===== config.mk =====
export PLATFORM = sky130hd
export DESIGN_NAME = embc_bus_ctrl
export DESIGN_NICKNAME = d
export VERILOG_FILES = /design/src/embc_pkg.sv /design/src/embc_bus_ctrl.sv /design/src/embc_cfg_latch.sv
export SDC_FILE = /design/constraint.sdc
export NUM_CORES = 1
export LEC_CHECK = 0
export ABC_CLOCK_PERIOD_IN_PS = 3000
export BUFFER_PORTS_ARGS = -buffer_cell sky130_fd_sc_hd__buf_2
export CORE_MARGIN = 1.5
export CORE_UTILIZATION = 50
export DETAILED_ROUTE_END_ITERATION = 8
export PLACE_DENSITY = 0.77
export SYNTH_ARGS = -nofsm -noshare
export SYNTH_HDL_FRONTEND = slang
export SYNTH_SLANG_ARGS = --single-unit

===== constraint.sdc =====
create_clock -name mclk_i -period 3 [get_ports mclk_i]
set_input_delay 0.3 -clock mclk_i [delete_from_list [all_inputs] [get_ports mclk_i]]
set_output_delay 0.3 -clock mclk_i [all_outputs]
set_load 0.005 [all_outputs]

===== src/embc_pkg.sv =====
// Purpose: shared constants and types for the external memory bus controller
// Assumes: 100 MHz mclk_i; one oscillator period per mclk_i cycle
// Notes: configuration bytes are sampled once at reset release
package embc_pkg;
    localparam int OSC_PERIOD_NS = 10;
    localparam int STATE_NS = 2 * OSC_PERIOD_NS;
    localparam int CLK_NS = 10;
    localparam int STATE_CYC = (STATE_NS + CLK_NS - 1) / CLK_NS;
    localparam int NONPAGE_FETCH_NS = 4 * OSC_PERIOD_NS;
    localparam int PAGE_FETCH_NS = 2 * OSC_PERIOD_NS;
    localparam int NONPAGE_FETCH_CYC = (NONPAGE_FETCH_NS + CLK_NS - 1) / CLK_NS;
    localparam int PAGE_FETCH_CYC = (PAGE_FETCH_NS + CLK_NS - 1) / CLK_NS;
    localparam int CFG0_PAGE_BIT = 1;
    localparam int CFG0_READ_MAP_LO_BIT = 2;
    localparam int CFG0_READ_MAP_HI_BIT = 3;
    localparam logic [7:0] CFG0_RESET = 8'hFF;
    localparam logic [23:0] DATA_READ_TOP = 24'h7FFFFF;
    localparam logic [23:0] CODE_READ_BASE = 24'h800000;
    localparam logic [23:0] WRITE_LOW = 24'h000000;
    localparam logic [23:0] WRITE_HIGH = 24'h01FFFF;
    localparam logic [23:0] ONCHIP_CODE_BASE = 24'hFF0000;
    localparam logic [23:0] ONCHIP_CODE_TOP = 24'hFF3FFF;
    localparam logic [1:0] MAP_RESERVED = 2'h0;
    localparam logic [1:0] MAP_A16 = 2'h1;
    localparam logic [1:0] MAP_PORT = 2'h2;
    localparam logic [1:0] MAP_SPLIT = 2'h3;

    typedef struct packed {
        logic page_sel;
        logic [1:0] read_map;
        logic ext_code_only;
    } embc_cfg_t;

    typedef struct packed {
        logic code;
        logic write;
        logic [23:0] addr;
        logic [7:0] wdata;
    } embc_req_t;
endpackage


===== src/embc_bus_ctrl.sv =====
// Purpose: external multiplexed memory bus sequencer with configurable strobe map
// Assumes: one request held stable from req_valid_i until req_ready_o
// Notes: wait states and on-chip code to data mapping are not provided
`timescale 1ns/1ps
module embc_bus_ctrl
    import embc_pkg::*;
#(
    parameter int ONCHIP_TOP = 24'hFF3FFF
)
(
    // clock and reset
    input wire logic mclk_i,
    input wire logic reset_i,
    // straps
    input wire logic [7:0] config_byte_zero_i,
    input wire logic external_code_select_n_i,
    // cpu request
    input wire logic req_valid_i,
    input wire embc_req_t req_i,
    output logic req_ready_o,
    output logic onchip_o,
    output logic [7:0] rdata_o,
    // general purpose port bit shared with the data-read pin
    input wire logic port3_bit7_i,
    // external bus
    output logic [7:0] low_addr_data_bus_o,
    output logic low_addr_data_bus_oe_o,
    input wire logic [7:0] low_addr_data_bus_i,
    output logic [7:0] high_addr_lines_o,
    output logic high_addr_lines_oe_o,
    input wire logic [7:0] high_addr_lines_i,
    output logic addr_latch_o,
    output logic code_read_strobe_n_o,
    output logic data_read_n_o,
    output logic write_strobe_n_o,
    output logic addr_bit_seventeen_en_o,
    output logic [4:0] addr_pin_count_o
);
    initial begin
        if (ONCHIP_TOP < 24'hFF0000 || ONCHIP_TOP > 24'hFFFFFF)
            $error("embc_bus_ctrl: ONCHIP_TOP outside code region");
    end

    typedef enum {ST_IDLE, ST_ADDR, ST_STROBE, ST_DONE} embc_state_t;

    embc_cfg_t cfg;
    logic cfg_valid;

    embc_cfg_latch u_cfg (
        .mclk_i(mclk_i),
        .reset_i(reset_i),
        .config_byte_zero_i(config_byte_zero_i),
        .external_code_select_n_i(external_code_select_n_i),
        .cfg_o(cfg),
        .cfg_valid_o(cfg_valid)
    );

    function automatic logic in_range(input logic [23:0] a, input logic [23:0] lo,
                                      input logic [23:0] hi);
        in_range = (a >= lo) && (a <= hi);
    endfunction

    // strobe map shared by the sequencer and the page-hit shortcut; map 00 strobes no read
    function automatic logic code_sel(input logic [1:0] m, input logic [23:0] a);
        code_sel = (m == MAP_A16) || (m == MAP_PORT) ||
                   ((m == MAP_SPLIT) && (a >= CODE_READ_BASE));
    endfunction

    function automatic logic data_sel(input logic [1:0] m, input logic [23:0] a);
        data_sel = (m == MAP_SPLIT) && (a <= DATA_READ_TOP);
    endfunction

    embc_state_t state_r, state_nxt;
    embc_req_t req_r, req_nxt;
    logic [7:0] rdata_r, rdata_nxt;
    logic [7:0] p0_r, p0_nxt, p2_r, p2_nxt;
    logic p0_oe_r, p0_oe_nxt, p2_oe_r, p2_oe_nxt;
    logic ale_r, ale_nxt, code_n_r, code_n_nxt, rd_n_r, rd_n_nxt, wr_n_r, wr_n_nxt;
    logic onchip_r, onchip_nxt;
    logic [1:0] hold_r, hold_nxt;
    logic take, go_onchip, use_code, use_rd, use_wr, page_hit_r, page_hit_nxt;
    logic [7:0] last_hi_r, last_hi_nxt;
    logic last_ok_r, last_ok_nxt;

    // on-chip code only when select strapped high and address in range
    assign go_onchip = req_i.code && !cfg.ext_code_only &&
                       in_range(req_i.addr, ONCHIP_CODE_BASE, 24'(ONCHIP_TOP));
    // valid still stands in the on-chip ready cycle; taking it again would serve it twice
    assign take = req_valid_i && cfg_valid && (state_r == ST_IDLE) && !onchip_r;

    always_comb begin
        use_code = 1'b0;
        use_rd = 1'b0;
        use_wr = 1'b0;
        if (req_r.write) begin
            if (cfg.read_map == MAP_SPLIT)
                use_wr = in_range(req_r.addr, WRITE_LOW, WRITE_HIGH);
            else
                use_wr = 1'b1;
        end else begin
            use_code = code_sel(cfg.read_map, req_r.addr);
            use_rd = data_sel(cfg.read_map, req_r.addr);
        end
    end

    always_comb begin
        state_nxt = state_r;
        req_nxt = req_r;
        rdata_nxt = rdata_r;
        p0_nxt = p0_r;
        p2_nxt = p2_r;
        p0_oe_nxt = p0_oe_r;
        p2_oe_nxt = p2_oe_r;
        ale_nxt = 1'b0;
        code_n_nxt = 1'b1;
        rd_n_nxt = 1'b1;
        wr_n_nxt = 1'b1;
        onchip_nxt = 1'b0;
        hold_nxt = hold_r;
        page_hit_nxt = page_hit_r;
        last_hi_nxt = last_hi_r;
        last_ok_nxt = last_ok_r;
        case (state_r)
            ST_IDLE: begin
                if (take && go_onchip) begin
                    onchip_nxt = 1'b1;
                end else if (take) begin
                    req_nxt = req_i;
                    p0_nxt = req_i.addr[7:0];
                    p2_nxt = req_i.addr[15:8];
                    p0_oe_nxt = 1'b1;
                    // page mode skips the latch phase when a code fetch repeats the high byte
                    page_hit_nxt = !cfg.page_sel && req_i.code && last_ok_r &&
                                   (req_i.addr[15:8] == last_hi_r);
                    // a page hit reads port 2 at once, so port 2 is released and strobed now
                    p2_oe_nxt = !page_hit_nxt;
                    code_n_nxt = !(page_hit_nxt && code_sel(cfg.read_map, req_i.addr));
                    rd_n_nxt = !(page_hit_nxt && data_sel(cfg.read_map, req_i.addr));
                    ale_nxt = !page_hit_nxt;
                    state_nxt = page_hit_nxt ? ST_STROBE : ST_ADDR;
                end
            end
            ST_ADDR: begin
                // address has been latched; free the multiplexed byte for data
                if (cfg.page_sel) begin
                    p0_nxt = req_r.wdata;
                    p0_oe_nxt = req_r.write;
                end else begin
                    p2_nxt = req_r.wdata;
                    p2_oe_nxt = req_r.write;
                end
                last_hi_nxt = req_r.addr[15:8];
                last_ok_nxt = 1'b1;
                hold_nxt = 2'(STATE_CYC - 1);
                state_nxt = ST_STROBE;
            end
            ST_STROBE: begin
                if (page_hit_r)
                    p2_oe_nxt = 1'b0;
                if (hold_r == 2'h0) begin
                    rdata_nxt = cfg.page_sel ? low_addr_data_bus_i : high_addr_lines_i;
                    state_nxt = ST_DONE;
                end else begin
                    // strobe launched a cycle ahead so data is sampled while it stands
                    code_n_nxt = !use_code;
                    rd_n_nxt = !use_rd;
                    wr_n_nxt = !use_wr;
                    hold_nxt = hold_r - 2'h1;
                end
            end
            ST_DONE: begin
                p0_oe_nxt = 1'b0;
                p2_oe_nxt = cfg.page_sel;
                page_hit_nxt = 1'b0;
                hold_nxt = 2'h0;
                state_nxt = ST_IDLE;
            end
            default: state_nxt = ST_IDLE;
        endcase
    end

    always_ff @(posedge mclk_i or posedge reset_i) begin
        if (reset_i) begin
            state_r <= ST_IDLE;
            req_r <= '0;
            rdata_r <= 8'h00;
            p0_r <= 8'h00;
            p2_r <= 8'h00;
            p0_oe_r <= 1'b0;
            p2_oe_r <= 1'b0;
            ale_r <= 1'b0;
            code_n_r <= 1'b1;
            rd_n_r <= 1'b1;
            wr_n_r <= 1'b1;
            onchip_r <= 1'b0;
            hold_r <= 2'h0;
            page_hit_r <= 1'b0;
            last_hi_r <= 8'h00;
            last_ok_r <= 1'b0;
        end else begin
            state_r <= state_nxt;
            req_r <= req_nxt;
            rdata_r <= rdata_nxt;
            p0_r <= p0_nxt;
            p2_r <= p2_nxt;
            p0_oe_r <= p0_oe_nxt;
            p2_oe_r <= p2_oe_nxt;
            ale_r <= ale_nxt;
            code_n_r <= code_n_nxt;
            rd_n_r <= rd_n_nxt;
            wr_n_r <= wr_n_nxt;
            onchip_r <= onchip_nxt;
            hold_r <= hold_nxt;
            page_hit_r <= page_hit_nxt;
            last_hi_r <= last_hi_nxt;
            last_ok_r <= last_ok_nxt;
        end
    end

    // nonpage fetch: addr, two strobe, done = four periods; page hit: strobe, done = two
    assign req_ready_o = (state_r == ST_DONE) || onchip_r;
    assign onchip_o = onchip_r;
    assign rdata_o = rdata_r;
    assign low_addr_data_bus_o = p0_r;
    assign low_addr_data_bus_oe_o = p0_oe_r;
    assign high_addr_lines_o = p2_r;
    assign high_addr_lines_oe_o = p2_oe_r;
    assign addr_latch_o = ale_r;
    assign code_read_strobe_n_o = code_n_r;
    // the pin is address bit 16, a read strobe, or the plain port bit
    assign data_read_n_o = (cfg.read_map == MAP_A16) ? req_r.addr[16] :
                           (cfg.read_map == MAP_SPLIT) ? rd_n_r : port3_bit7_i;
    assign write_strobe_n_o = wr_n_r;
    assign addr_bit_seventeen_en_o = (cfg.read_map == MAP_A16);
    assign addr_pin_count_o = (cfg.read_map == MAP_A16) ? 5'h11 : 5'h10;
endmodule


===== src/embc_cfg_latch.sv =====
// Purpose: capture interface options once at reset release
// Assumes: configuration byte and select strap are stable during reset
// Notes: options hold until the next reset
`timescale 1ns/1ps
module embc_cfg_latch
    import embc_pkg::*;
(
    // clock and reset
    input wire logic mclk_i,
    input wire logic reset_i,
    // straps
    input wire logic [7:0] config_byte_zero_i,
    input wire logic external_code_select_n_i,
    // captured options
    output embc_cfg_t cfg_o,
    output logic cfg_valid_o
);
    embc_cfg_t cfg_r, cfg_nxt;
    logic valid_r, valid_nxt;

    // async reset may load only constants, so capture on the first clocked edge
    always_comb begin
        cfg_nxt = cfg_r;
        valid_nxt = 1'b1;
        if (!valid_r) begin
            cfg_nxt.page_sel = config_byte_zero_i[CFG0_PAGE_BIT];
            cfg_nxt.read_map = {config_byte_zero_i[CFG0_READ_MAP_HI_BIT],
                                config_byte_zero_i[CFG0_READ_MAP_LO_BIT]};
            cfg_nxt.ext_code_only = ~external_code_select_n_i;
        end
    end

    always_ff @(posedge mclk_i or posedge reset_i) begin
        if (reset_i) begin
            cfg_r <= '{page_sel: CFG0_RESET[CFG0_PAGE_BIT], read_map: MAP_SPLIT,
                       ext_code_only: 1'b1};
            valid_r <= 1'b0;
        end else begin
            cfg_r <= cfg_nxt;
            valid_r <= valid_nxt;
        end
    end

    assign cfg_o = cfg_r;
    assign cfg_valid_o = valid_r;
endmodule


==> out/results.ini <==
[power]
internal-power_uw = 2770
peakVddDrop_mv = 0.394
pwr-share-clk_pct = 20.6
p_sw_uw = 1490
p_leak_uw = 0.00205
seqPwrFrac_pct = 40.7
swShare_pct = 35.0
combPwrFrac_pct = 38.7
powerDensity_nw_per_um2 = 988
power_uw = 4260

[cells_and_area]
diodes = 0
fillers = 567
final_common_cell = buf_2
multi_input_area_um2 = 1470
layout_common_cells = buf_2 (91), dfrtp_1 (68), nand2_1 (30)
drive_gt1_share_pct = 38.0
area_growth_pct = 21.0
instances_no_fill = 507
layout.core_utilization_pct = 63.1
seq_area_um2 = 1890
nets = 476

[sta]
tns_ns = 0
rsz0062_at_grt = false
setup_viol = 0
hold_viol = 0
worst_pin_slew_ns = 0.764
period_needed_ns = 2.45
maxSlewViolCount = 0
min_period_over_period_pct = 81.6
final.setup.worst_slack_ns = 0.553
fmax_mhz = 409
relSlewSlack_pct = 48.7
final.setup_skew_ns = 0.0111

[critical_path]
path_max_fanout = 15
cp_data_arrival_time_ns = 2.64
cp-start-kind = flip-flop
worstPathRequired_ns = 3.19
crit_start = state_r[1]
critical_path_class = flip-flop to flip-flop
worst_setup_path_end_kind = flip-flop
regToRegStartpoint = state_r[1]

[place]
dpl.cell_count = 491
dp_hpwl_mm = 5.70
numPortBuffers = 91
dp_slack_ns = 0.544
place.gp.congestion = 0.765

[global_route]
grt_max_degree = 46
antenna_found_initial = 0
gr-total-overflow = 0
grt_pass1_wl_mm = 13.2
grtUsageTotal_pct = 22.7
grt_pass1_vias = 2775

[yosys]
syn_area_um2 = 3560
synth-edff-count = 0
yosysUniqueCellTypes = 49
syn_area_per_cell_um2 = 11.3
ys_ff_latch = 75
ys_seq_area_share_pct = 53.0
synth-main-ff-cell = dfrtp_1
syn-instance-count = 316
synthArstFlopShare_pct = 100
synth_warnings = 0

[clock_tree]
hold_buffers = 0
cts_root_buf = clkbuf_8
cts_buffers = 9
clk-insertion-delay-late_ns = 0.34
cts_resized = 0
cts_sinks = 75
clkSlewWorstSetupHoldPaths_ns = 0.08
cts_tree = built
htreeDepth = 3
clk_path_buf_depth = 2
cts_setup_buffers = 0

[die]
rows = 30
die_area_um2 = 7640
core-area_um2 = 6830
die-width_um = 87.4
start_util_pct = 52.1
dieHeight_um = 87.4
io_pins = 101

[route]
routed_via_density = 5.28
wl_per_cell_um = 15.6
dr.first_iter.drc_count = 208
wirelength_mm = 7.92
vias = 2675
drc = 0
drtPass1Iterations = 6
drtAntennaViolNets = 0

[worst_hold_path]
hold_class = primary input to asynchronous set/reset pin

[outcome]
status = finished clean

[flow_run]
maxCapViolations = 0

## synthesized netlist by cell type (2+ instances only)
cell type  number  area [µm²]
a211oi_1        2        15.0
a21oi_1        15        75.1
a221oi_1        3        26.3
a222oi_1        4        40.0
a22oi_1        11        82.6
and4b_1         2        20.0
buf_1           2        7.51
buf_2           4        20.0
buf_4           5        37.5
buf_6           3        33.8
clkbuf_1        7        26.3
conb_1          2        7.51
dfrtp_1        68        1700
dfstp_2         7         184
ha_1            7        87.6
inv_1          23        86.3
mux2_2         23         259
mux2_4          5        75.1
mux2i_1        10         100
nand2_1        30         113
nand2b_1        2        12.5
nand3_1         3        15.0
nand3_2         2        20.0
nand4_1         2        12.5
nor2_1         18        67.6
nor3_1          2        10.0
o21ai_0        11        55.1
o22ai_1         2        12.5
o2bb2ai_1      12         105
o31ai_1         2        15.0
or2_2           2        12.5
xnor2_1         8        70.1
## power by group through the flow
stage          logic, µW  clock network [µW]  registers (µW)
3_3_place_gp        1590                   0            1730
3_5_place_dp        1640                   0            1740
2_1_floorplan       1180                   0            1700
5_1_grt             1850                 929            1790
6_report            1650                 878            1730
4_1_cts             1660                 897            1730
## state kept, by name, indices dropped and copies added, names as in the netlist, 2 cells and up
signal               cells
low_addr_data_bus_o      8
hold_r                   2
req_r                   25
last_hi_r                8
state_r                  2
u_cfg.cfg_o              4
high_addr_lines_o        8
rdata_o                  8
## kinds of logic (layout without fill, tap and decap cells)
kind of cell	after synthesis	count (layout)	synth area share (%)
AOI/OAI and AO/OA	67	67	13.5
xor gates and xnor gates	8	8	1.97
buffers and inverters	45	137	6.04
muxes	38	38	12.2
and+or+nand+nor	74	74	10.7
adders and majority gates	7	7	2.46
DFF	75	75	53.0
other	2	5	0.211
## final timing paths
kind | to | slack, ns | cells after the start
worst max-delay path | high_addr_lines_o[0] | 0.55 | 5
worst min-delay path | rdata_o[5] | 0.05 | 2
worst max register to register | high_addr_lines_o[0] | 0.55 | 5
worst min register to register | u_cfg.cfg_o[0] | 0.48 | 2
max in group asynchronous | u_cfg.cfg_o[3] | 2.22 | 3
min in group mclk_i | u_cfg.cfg_o[0] | 0.10 | 2
## cell type report
class                           instances  area share (%)
Timing Repair Buffer                   97            11.9
Multi-Input combinational cell        199            34.2
Inverter                               24            2.09
Clock inverter                          4            1.68
Tap cell                               96            2.79
Sequential cell                        75            43.8
Clock buffer                           12            3.60
## per-stage QoR
| stage | instance area [µm²] | hold WS, ns |
|---|---|---|
| 2_1_floorplan | 3570 | 0.355 |
| 3_3_place_gp | 4080 | 0.441 |
| 3_5_place_dp | 4080 | 0.439 |
| 4_1_cts | 4310 | 0.0589 |
| 5_1_grt | 4310 | 0.0900 |
| 6_report | 4310 | 0.0520 |
## layer usage
layer / global-route usage [%] / share of wire [%]
met1: 29.2 / 45
met2: 37.6 / 50
met3: 3.60 / 3.1
met4: 10.7 / 2.0
met5: 0 / 0
## worst max-delay path, stage by stage (launching register included)
cell and delay (ns):
dfrtp_1 0.45, inv_1 0.11, ha_1 0.51, clkinv_1 0.40, nor3_1 0.60, a222oi_1 0.23
No activity file was read; power rests on OpenSTA's default activity.
